File: config.mk
export PLATFORM = sky130hd
export DESIGN_NAME = low_voltage_detect_ctrl
export DESIGN_NICKNAME = d
export VERILOG_FILES = /design/src/hdl/lvd_ctrl_pkg.sv /design/src/hdl/low_voltage_detect_ctrl.sv
export SDC_FILE = /design/constraint.sdc
export NUM_CORES = 1
export LEC_CHECK = 0
export CAP_MARGIN = 10
export CORE_MARGIN = 1.5
export CORE_UTILIZATION = 55
export CTS_CLUSTER_DIAMETER = 120
export DETAILED_ROUTE_END_ITERATION = 16
export DONT_BUFFER_PORTS = 1
export HOLD_SLACK_MARGIN = 0.05
export PLACE_DENSITY = 0.7
export REMOVE_ABC_BUFFERS = 1
export SYNTH_ARGS = -nofsm -noshare
export SYNTH_HDL_FRONTEND = slang
export SYNTH_SLANG_ARGS = --single-unit
File: constraint.sdc
create_clock -name clk -period 1.77 [get_ports clk]
set_input_delay 0.354 -clock clk [delete_from_list [all_inputs] [get_ports clk]]
set_output_delay 0.354 -clock clk [all_outputs]
set_load 0.05 [all_outputs]
File: src/hdl/lvd_ctrl_pkg.sv
package lvd_ctrl_pkg;

  // register indices on the plain register port
  localparam logic [1:0] ADDR_CONTROL = 2'h0;
  localparam logic [1:0] ADDR_STATUS = 2'h1;
  localparam logic [1:0] ADDR_COUNTER = 2'h2;

  // control field positions
  localparam int CTL_ENABLE = 7;
  localparam int CTL_DROP_SRC = 5;
  localparam int CTL_RISE_SRC = 4;
  localparam int CTL_RST_SEL = 3;
  localparam int CTL_RST_EN = 2;
  localparam int CTL_DROP_IE = 1;
  localparam int CTL_RISE_IE = 0;

  // status field positions
  localparam int STS_STABLE = 7;
  localparam int STS_REF_SRC = 3;
  localparam int STS_ZERO = 2;
  localparam int STS_DROP = 1;
  localparam int STS_RISE = 0;

  // control bits kept through a detector reset: enable, threshold select, reset enable
  localparam logic [7:0] CTL_KEEP_MASK = 8'h8C;
  // status bits cleared by a detector reset: stable, drop, rise
  localparam logic [7:0] STS_DET_CLR_MASK = 8'h83;
  // status bits that software can write directly (reserved bits and reference select)
  localparam logic [7:0] STS_PLAIN_MASK = 8'h78;
  localparam logic [7:0] STS_FLAG_MASK = 8'h83;

  localparam logic [7:0] CTL_RESET = 8'h00;
  localparam logic [7:0] STS_RESET = 8'h00;
  localparam logic [7:0] CNT_RESET = 8'h00;
  localparam logic [7:0] CNT_MAX = 8'hFF;
  localparam logic [1:0] PRESCALE_LAST = 2'h3;
  localparam logic [1:0] PRESCALE_START = 2'h0;
  localparam logic [1:0] PRESCALE_STEP = 2'h1;
  localparam logic [7:0] CNT_STEP = 8'h01;

  typedef struct packed {
    logic [1:0] addr;
    logic [7:0] wdata;
    logic write;
    logic read;
  } reg_req_t;

  typedef struct packed {
    logic supply_drop_detect;
    logic supply_rise_detect;
  } comparator_t;

  typedef struct packed {
    logic detector_enable;
    logic drop_level_source_select;
    logic rise_level_source_select;
    logic reset_threshold_select;
    logic reference_source_select;
    logic undervoltage_reset_request;
    logic drop_irq;
    logic rise_irq;
  } analog_ctl_t;

endpackage
File: src/hdl/low_voltage_detect_ctrl.sv
`timescale 1ns/1ps
// Behaviour
// - control bit 7 enables the detector; zero holds it in standby
// - enable, threshold select, reset enable survive detector reset; cleared by power-on/watchdog
// - control bit 5 picks drop threshold: ladder or external drop pin
// - control bit 4 picks rise threshold: ladder or external rise pin
// - control bit 3 picks reset threshold: low level at 0, high at 1
// - control bit 2 gates the undervoltage reset when supply falls below threshold
// - control bit 1 gates the supply-drop interrupt request
// - control bit 0 gates the supply-rise interrupt request
// - control bit 6 is a plain read/write reserved bit
// - detector reset clears stable, drop and rise status flags
// - status bit 7 sets when the settling counter overflows
// - status flags clear from software only by writing 0 after reading 1
// - status bit 3 picks reference: on-chip generator or external pin
// - status bit 2 reads zero and ignores writes
// - status bits 6 to 4 are plain read/write reserved bits
// - status bit 1 sets when supply falls below drop threshold
// - status bit 0 sets when a supply rise is detected
// - 8-bit read-only counter starts on enable, counts at clock/4, rolls FF to 00 and stops there
module low_voltage_detect_ctrl
  import lvd_ctrl_pkg::*;
(
  // clock and resets
  input wire logic clk,
  input wire logic rst_n,
  input wire logic detector_reset_n,
  // register port
  input wire lvd_ctrl_pkg::reg_req_t req,
  output logic [7:0] rdata,
  // analog comparators
  input wire lvd_ctrl_pkg::comparator_t cmp,
  input wire logic below_reset_threshold,
  // analog controls and requests
  output lvd_ctrl_pkg::analog_ctl_t ctl
);
  import lvd_ctrl_pkg::*;

  typedef struct packed {
    logic [7:0] control;
    logic [7:0] status;
    logic [7:0] counter;
    logic [1:0] prescale;
    logic counting;
    logic [7:0] read_one;
    logic [1:0] drop_sync;
    logic [1:0] rise_sync;
    logic [1:0] below_sync;
    logic [1:0] det_sync;
    logic [7:0] rdata;
    analog_ctl_t ctl;
  } state_t;

  state_t s;
  state_t next_s;

  function automatic logic [7:0] read_mux(input logic [1:0] a, input state_t st);
    if (a == ADDR_CONTROL) begin
      return st.control;
    end else if (a == ADDR_STATUS) begin
      return st.status;
    end else if (a == ADDR_COUNTER) begin
      return st.counter;
    end else begin
      return 8'h00;
    end
  endfunction

  // write strobe aimed at one register index
  function automatic logic write_to(input reg_req_t r, input logic [1:0] a);
    return r.write && (r.addr == a);
  endfunction

  // read strobe aimed at one register index
  function automatic logic read_of(input reg_req_t r, input logic [1:0] a);
    return r.read && (r.addr == a);
  endfunction

  // two-stage synchroniser shift; logic may only look at bit 1
  function automatic logic [1:0] sync_shift(input logic [1:0] prev, input logic pin);
    return {prev[0], pin};
  endfunction

  // arm the flags that a status read has just seen as one
  function automatic logic [7:0] arm_flags(input logic [7:0] armed, input logic [7:0] status);
    return armed | (status & STS_FLAG_MASK);
  endfunction

  // a zero write clears only flags that a read has armed
  function automatic logic [7:0] clear_flags(input logic [7:0] status, input logic [7:0] armed, input logic [7:0] wdata);
    return status & ~(STS_FLAG_MASK & armed & ~wdata);
  endfunction

  // a zero write spends the arm mark, a one write keeps it
  function automatic logic [7:0] disarm_flags(input logic [7:0] armed, input logic [7:0] wdata);
    return armed & ~(STS_FLAG_MASK & ~wdata);
  endfunction

  // merge the plain status bits from a write; flags are untouched here
  function automatic logic [7:0] merge_plain(input logic [7:0] status, input logic [7:0] wdata);
    return (status & ~STS_PLAIN_MASK) | (wdata & STS_PLAIN_MASK);
  endfunction

  // enable written from zero to one starts a fresh settling count
  function automatic logic enable_rising(input reg_req_t r, input logic [7:0] control);
    return write_to(r, ADDR_CONTROL) && r.wdata[CTL_ENABLE] && !control[CTL_ENABLE];
  endfunction

  // the prescaler is on its last phase, so the counter steps now
  function automatic logic count_tick(input state_t st);
    return st.counting && (st.prescale == PRESCALE_LAST);
  endfunction

  // state after a detector-triggered reset
  function automatic state_t detector_reset_state(input state_t cur, input state_t nxt);
    state_t r;
    r = nxt;
    // status keeps reference select and reserved bits only
    r.status = cur.status & ~STS_DET_CLR_MASK;
    r.read_one = 8'h00;
    // enable, threshold select and reset enable survive
    r.control = cur.control & CTL_KEEP_MASK;
    // the reference must settle again, so the count is dropped
    r.counter = CNT_RESET;
    r.prescale = PRESCALE_START;
    r.counting = 1'b0;
    r.rdata = 8'h00;
    return r;
  endfunction

  // control outputs as levels taken from registered state
  function automatic analog_ctl_t drive_ctl(input state_t st);
    analog_ctl_t c;
    c = '0;
    c.detector_enable = st.control[CTL_ENABLE];
    c.drop_level_source_select = st.control[CTL_DROP_SRC];
    c.rise_level_source_select = st.control[CTL_RISE_SRC];
    c.reset_threshold_select = st.control[CTL_RST_SEL];
    c.reference_source_select = st.status[STS_REF_SRC];
    c.undervoltage_reset_request = st.control[CTL_ENABLE] & st.control[CTL_RST_EN] & st.below_sync[1];
    c.drop_irq = st.control[CTL_DROP_IE] & st.status[STS_DROP];
    c.rise_irq = st.control[CTL_RISE_IE] & st.status[STS_RISE];
    return c;
  endfunction

  always_comb begin
    next_s = s;

    // analog and reset-pin levels come from outside the clock domain
    next_s.drop_sync = sync_shift(s.drop_sync, cmp.supply_drop_detect);
    next_s.rise_sync = sync_shift(s.rise_sync, cmp.supply_rise_detect);
    next_s.below_sync = sync_shift(s.below_sync, below_reset_threshold);
    next_s.det_sync = sync_shift(s.det_sync, detector_reset_n);

    // read data stands for one cycle only and is zero otherwise
    next_s.rdata = 8'h00;
    if (req.read) begin
      next_s.rdata = read_mux(req.addr, s);
    end
    if (read_of(req, ADDR_STATUS)) begin
      next_s.read_one = arm_flags(s.read_one, s.status);
    end

    if (write_to(req, ADDR_CONTROL)) begin
      next_s.control = req.wdata;
    end
    if (enable_rising(req, s.control)) begin
      next_s.counting = 1'b1;
      next_s.counter = CNT_RESET;
      next_s.prescale = PRESCALE_START;
    end
    // clearing the enable abandons the settling count
    if (write_to(req, ADDR_CONTROL) && !req.wdata[CTL_ENABLE]) begin
      next_s.counting = 1'b0;
    end

    if (write_to(req, ADDR_STATUS)) begin
      next_s.status = merge_plain(s.status, req.wdata);
      // clear only after a read of one
      next_s.status = clear_flags(next_s.status, s.read_one, req.wdata);
      next_s.read_one = disarm_flags(s.read_one, req.wdata);
    end
    // writes to the counter index and to index 3 are dropped on purpose

    if (s.counting) begin
      next_s.prescale = s.prescale + PRESCALE_STEP;
    end
    if (count_tick(s)) begin
      next_s.counter = s.counter + CNT_STEP;
    end
    // stable flag on overflow; counting stops there
    if (count_tick(s) && (s.counter == CNT_MAX)) begin
      next_s.status[STS_STABLE] = 1'b1;
      next_s.counting = 1'b0;
    end

    // hardware sets come after the software clear so that a set wins
    // drop and rise detection
    if (s.control[CTL_ENABLE] && s.drop_sync[1]) begin
      next_s.status[STS_DROP] = 1'b1;
    end
    if (s.control[CTL_ENABLE] && s.rise_sync[1]) begin
      next_s.status[STS_RISE] = 1'b1;
    end
    next_s.status[STS_ZERO] = 1'b0;

    // detector reset clears flags, keeps chosen control bits
    if (!s.det_sync[1]) begin
      next_s = detector_reset_state(s, next_s);
    end

    next_s.ctl = drive_ctl(s);
  end

  always_ff @(posedge clk) begin
    if (!rst_n) begin
      // power-on or watchdog reset clears everything except the detector-reset synchroniser, which starts at 11
      s <= '0;
      s.control <= CTL_RESET;
      s.status <= STS_RESET;
      s.det_sync <= 2'b11;
    end else begin
      s <= next_s;
    end
  end

  assign rdata = s.rdata;
  assign ctl = s.ctl;

endmodule

Yosys cells after proc, flatten, opt, wreduce, memory -nomap -nowiden
Index checks and enable logic that the tools add are counted.
{"block": "classes", "mux": 12, "div_mod_pow": 0, "n_bitwise": 14, "shifts": 0, "n_lt_le_gt_ge": 0, "addsub": 2, "multipliers": 0, "eq_ne": 4, "n_reduce_logical": 24}
{"operator": "$mux W8", "count": 7}
{"operator": "$and A8 B8 Y8", "count": 3}
{"operator": "$not A8 Y8", "count": 3}
{"operator": "$reduce_bool A2 Y1", "count": 6}
{"operator": "$mux W11", "count": 1}
{"operator": "$logic_and A1 B1 Y1", "count": 10}
{"operator": "$add A8 B1 Y8 const B", "count": 1}
{"operator": "$eq A8 B8 Y1 const B", "count": 1}
{"operator": "$or A8 B7 Y8", "count": 1}
{"operator": "$or A8 B8 Y8", "count": 1}
{"operator": "$reduce_and A2 Y1", "count": 3}
{"operator": "$and A1 B1 Y1", "count": 4}
{"operator": "$eq A2 B2 Y1 const B", "count": 2}
{"operator": "$reduce_or A4 Y1", "count": 1}
{"operator": "$mux W1", "count": 3}
{"operator": "$reduce_and A3 Y1", "count": 1}
{"operator": "$add A2 B1 Y2 const B", "count": 1}
{"operator": "$eq A2 B1 Y1 const B", "count": 1}
{"operator": "$logic_not A1 Y1", "count": 2}
{"operator": "$logic_not A2 Y1", "count": 1}
{"operator": "$mux W2", "count": 1}
{"operator": "$not A1 Y1", "count": 2}
{"block": "totals", "romBits": 0, "output_inout_bits": 16, "inputBits": 18, "reg_bits": 58, "mem_count": 0, "word_cells": 79, "latchBits": 0, "ramBits": 0}

Longest topological paths before layout
{"block": "logic_depth", "depth_word": 6, "mapped_depth": 6, "depth_no_buf": 5}

Worst setup path after synthesis
Ideal clock, no wire load.
{"block": "synth_timing", "path_kind": "input -> register", "start": "input port req[11] (netlist bit)", "end": "register s[42] (netlist bit)", "setup_ps": 132, "path_buffers": 2, "path_stages": 6, "required_time_ps": 1638, "path_slack_ps": 401, "t_arrival_ps": 1236, "cell_sequence": "buf_4 -> nor3b_4 -> buf_4 -> nand3_1 -> o311ai_0 -> a21oi_1"}
{"block": "synth_between", "elab_chain_cells": 5}
{"element": "from (decl)", "line_no": "low_voltage_detect_ctrl.sv:29", "rtl": "input wire lvd_ctrl_pkg::reg_req_t req,"}
{"element": "$logic_not A2 Y1", "line_no": "low_voltage_detect_ctrl.sv:71", "rtl": "return r.write && (r.addr == a);"}
{"element": "$logic_and A1 B1 Y1", "line_no": "low_voltage_detect_ctrl.sv:71"}
{"element": "$logic_and A1 B1 Y1 (2 in series)", "line_no": "low_voltage_detect_ctrl.sv:106", "rtl": "return write_to(r, ADDR_CONTROL) && r.wdata[CTL_ENABLE] && !control[CTL_ENABLE];"}
{"element": "$reduce_bool A2 Y1 (no line)"}
{"element": "to (signal assigned)", "line_no": "low_voltage_detect_ctrl.sv:223", "rtl": "s <= next_s;"}
{"element": "to (decl)", "line_no": "low_voltage_detect_ctrl.sv:54", "rtl": "state_t s;"}
No other way between the ends.
A chain may end at the register's enable or synchronous reset.

Final worst setup path
{"block": "layout_timing", "start": "register s[33] (netlist bit)", "end": "register s[38] (netlist bit)"}
{"block": "layout_between", "elab_chain_cells": 3, "elab_cells_between_ends": 4, "classes_between": "1 x eq/ne; 1 x mux; 2 x reduce/logical"}
{"element": "$eq A2 B2 Y1 *", "line_no": "low_voltage_detect_ctrl.sv:111", "rtl": "return st.counting && (st.prescale == PRESCALE_LAST);"}
{"element": "$logic_and A1 B1 Y1 *", "line_no": "low_voltage_detect_ctrl.sv:111"}
{"element": "$mux W8 or $reduce_bool A2 Y1 (tied branches)"}
Mark *: on every way between the ends. The rest lies on a longest branch, timed or not.

==> impl_metrics.toml <==
[synth]
synthMuxAreaShare = 0.0837
synthArstFlopShare = 0
yosysSeqAreaShare = 0.493
synthCells = 233
yosysUniqueCellTypes = 32
synth-edff-count = 0
synthFlopType = "dfxtp_1"
synth_fa_ha_area_frac = 0.0116
yosysWarnings = 0
synth_top_family_by_area = "simple AND/OR/NAND/NOR gates"
netlist_area_um2 = 2150
synth_compound_area_frac = 0.112
synth-seq-cells = 53
synth_top_area_share = 0.493
synth.largest_area_cell = "dfxtp_1"
yosys.area_share.simple = 0.217
synthTopCellsByArea = "dfxtp_1, mux2i_1, buf_4, a21oi_1, nor2_1"
avgSynthCellArea_um2 = 9.24
synthXorXnorAreaFrac = 0

[power_and_ir_drop]
cellPowerDensity_nw_per_um2 = 909
ir_drop_mv = 0.604
seqPwrFrac = 0.630
sw_frac_of_total = 0.223
power_frac_clock = 0.330
p_leak_nw = 0.806
power.share.combinational = 0.040
p_sw_mw = 0.437
power.internal_mw = 1.52

[floorplan]
row_count = 22
die_area_um2 = 4300
initial_core_util = 0.579
core_um2 = 3720
fp.dieH_um = 65.6
die_w_um = 65.6
io_pins = 34

[critical_path]
crit_path_end_kind = "flop"
crit_chain = "ha_1, and2_0, a21oi_2, a21oi_1, a211oi_1"
arrival_ns = 1.69
crit_type = "reg -> reg"
r2r-start = "s[33]"
crit_path_top_delay_cell = "dfxtp_1"
worstSetupStartpointType = "flop"
worstPathRequired_ns = 1.98
cpPeakStageDelay_ns = 0.33
crit_start = "s[33]"
critPathMaxFanout = 6

[clock_tree]
clk_latency_ns = 0.30
ctsHtreeMaxLevel = 2
path_clk_slew_ns = 0.09
cts.sinks = 53
holdBufCountCts = 0
post_cts_buffers = 0
cts-buffers-inserted = 5
root_buffer = "clkbuf_8"
cts_tree = "done"
cts.path.max_buffers = 2
post_cts_resized = 0

[drt]
routedWlPerCell_um = 14.9
top_layer = "met4"
drt_pass1_iterations = 4
drt_iter0_markers = 81
vias_per_cell = 5.63
vias = 1504
met3_length_um = 238
drc = 0
routed_wl_um = 3980
dr_wl_met2_um = 1940
m1WireLength_um = 1720
ant_nets = 0

[job]
drv_cap = 0

[placed_design]
hpwl_um = 2900
place_congestion = 0.863
placedCellCount = 259
place_ws_ns = 0.318
port_buffers = 0

[finish]
num_antenna_cells = 0
seq_area_um2 = 1060
fillers = 324
layout.nets = 238
area_growth_pct = 0.116
fin_util = 0.580
finalNonFillerCells = 267
multiInputGateArea_um2 = 913
drive_gt1_frac = 0.0731

[global_route]
grt_overflow_total = 0
grt_pass1_wl_um = 6850
antenna_found_initial = 0
grt_pass1_vias = 1467
grt_util_all_layers = 0.209
grt_max_degree = 25

[sta]
fin_setup_tns_ns = 0
setup_violations = 0
rsz0062_at_grt = "false"
relSlewSlack = 0.674
fin_skew_ns = 0.0113
worst_slack_ns = 0.288
slew_violations = 0
maxClockFrequency_mhz = 675
finalCritPeriodShare = 0.837
final_hold_viol_count = 0
timing.final.crit_period_ns = 1.48
tightest_slew_ns = 0.489

[hold_path]
hp-class = "in -> reg"
hp-start = "rst_n"

[run_status]
outcome = "completed"
kinds of logic after synthesis:
| kind of cell | Yosys count |
|---|---|
| buffers and inverters | 28 |
| and+or+nand+nor | 90 |
| DFF | 53 |
| AOI/OAI and AO/OA | 42 |
| adders and majority gates | 2 |
| muxes | 18 |
synthesized netlist by cell type (2+ instances only):
| cell type | n |
|---|---|
| nor2b_1 | 6 |
| mux2i_1 | 18 |
| nor2_1 | 25 |
| nor3_1 | 3 |
| inv_1 | 3 |
| ha_1 | 2 |
| or4_1 | 3 |
| nand3_1 | 8 |
| and2_1 | 12 |
| nand3_2 | 2 |
| nand2b_1 | 2 |
| buf_4 | 19 |
| a31oi_1 | 2 |
| o21ai_0 | 6 |
| clkbuf_1 | 5 |
| a211oi_1 | 2 |
| a21oi_1 | 24 |
| nand2_1 | 19 |
| a21boi_0 | 3 |
| and3_1 | 4 |
| dfxtp_1 | 53 |
| o31ai_1 | 2 |
through the flow:
stage               hold WS [ns]  instance area, um2  power [mW]
detailed placement         0.397                2070        1.34
global route               0.116                2150        2.03
global placement           0.391                2070        1.34
floorplan                  0.386                1990        1.32
finish                     0.125                2150        1.96
CTS                        0.114                2150        1.97
layout by cell type, fill, tap and decap left out, types with 4 or more instances in the layout:
cell type	Yosys	layout
nand2_1	19	19
mux2i_1	18	18
nor2b_1	6	6
nor2_1	25	25
a21oi_1	24	24
nand3_1	8	8
and2_1	12	12
dfxtp_1	53	53
o21ai_0	6	6
clkbuf_8	0	5
and3_1	4	4
state kept, by name, indices dropped and copies added (netlist names):
name    cells
next_s      5
s          32
rdata       8
ctl         8
final timing paths:
kind / end / depth (start not counted) / slack, ns
max: s[38] / 5 / 0.29
min: s[17] / 1 / 0.12
max reg2reg: s[38] / 5 / 0.29
min reg2reg: s[17] / 1 / 0.41
area by class of cell:
type                            instances  area share
Multi-Input combinational cell        152       0.424
Timing Repair Buffer                    3      0.0105
Tap cell                               48      0.0279
Clock buffer                            5      0.0319
Inverter                                3     0.00523
Sequential cell                        53       0.492
Clock inverter                          3     0.00813
critical path, delay by kind of cell, from the launching register on:
family / cells / cell delay [ns]
adders and majority gates: 1 / 0.21
and+or+nand+nor: 1 / 0.27
DFF: 1 / 0.33
AOI/OAI and AO/OA: 3 / 0.59
power by group through the flow:
stage	registers, mW	clock network [mW]	logic [mW]
finish	1.23	0.646	0.0783
global route	1.24	0.709	0.0878
CTS	1.24	0.660	0.0787
detailed placement	1.26	0	0.0784
global placement	1.26	0	0.0758
floorplan	1.26	0	0.0593
routing by layer:
metal	up-vias	GRT usage
li1	745	-
met1	699	0.254
met2	52	0.347
met3	8	0.0531
met4	0	0.0964
met5	-	0
No activity file was read; power rests on OpenSTA's default activity.
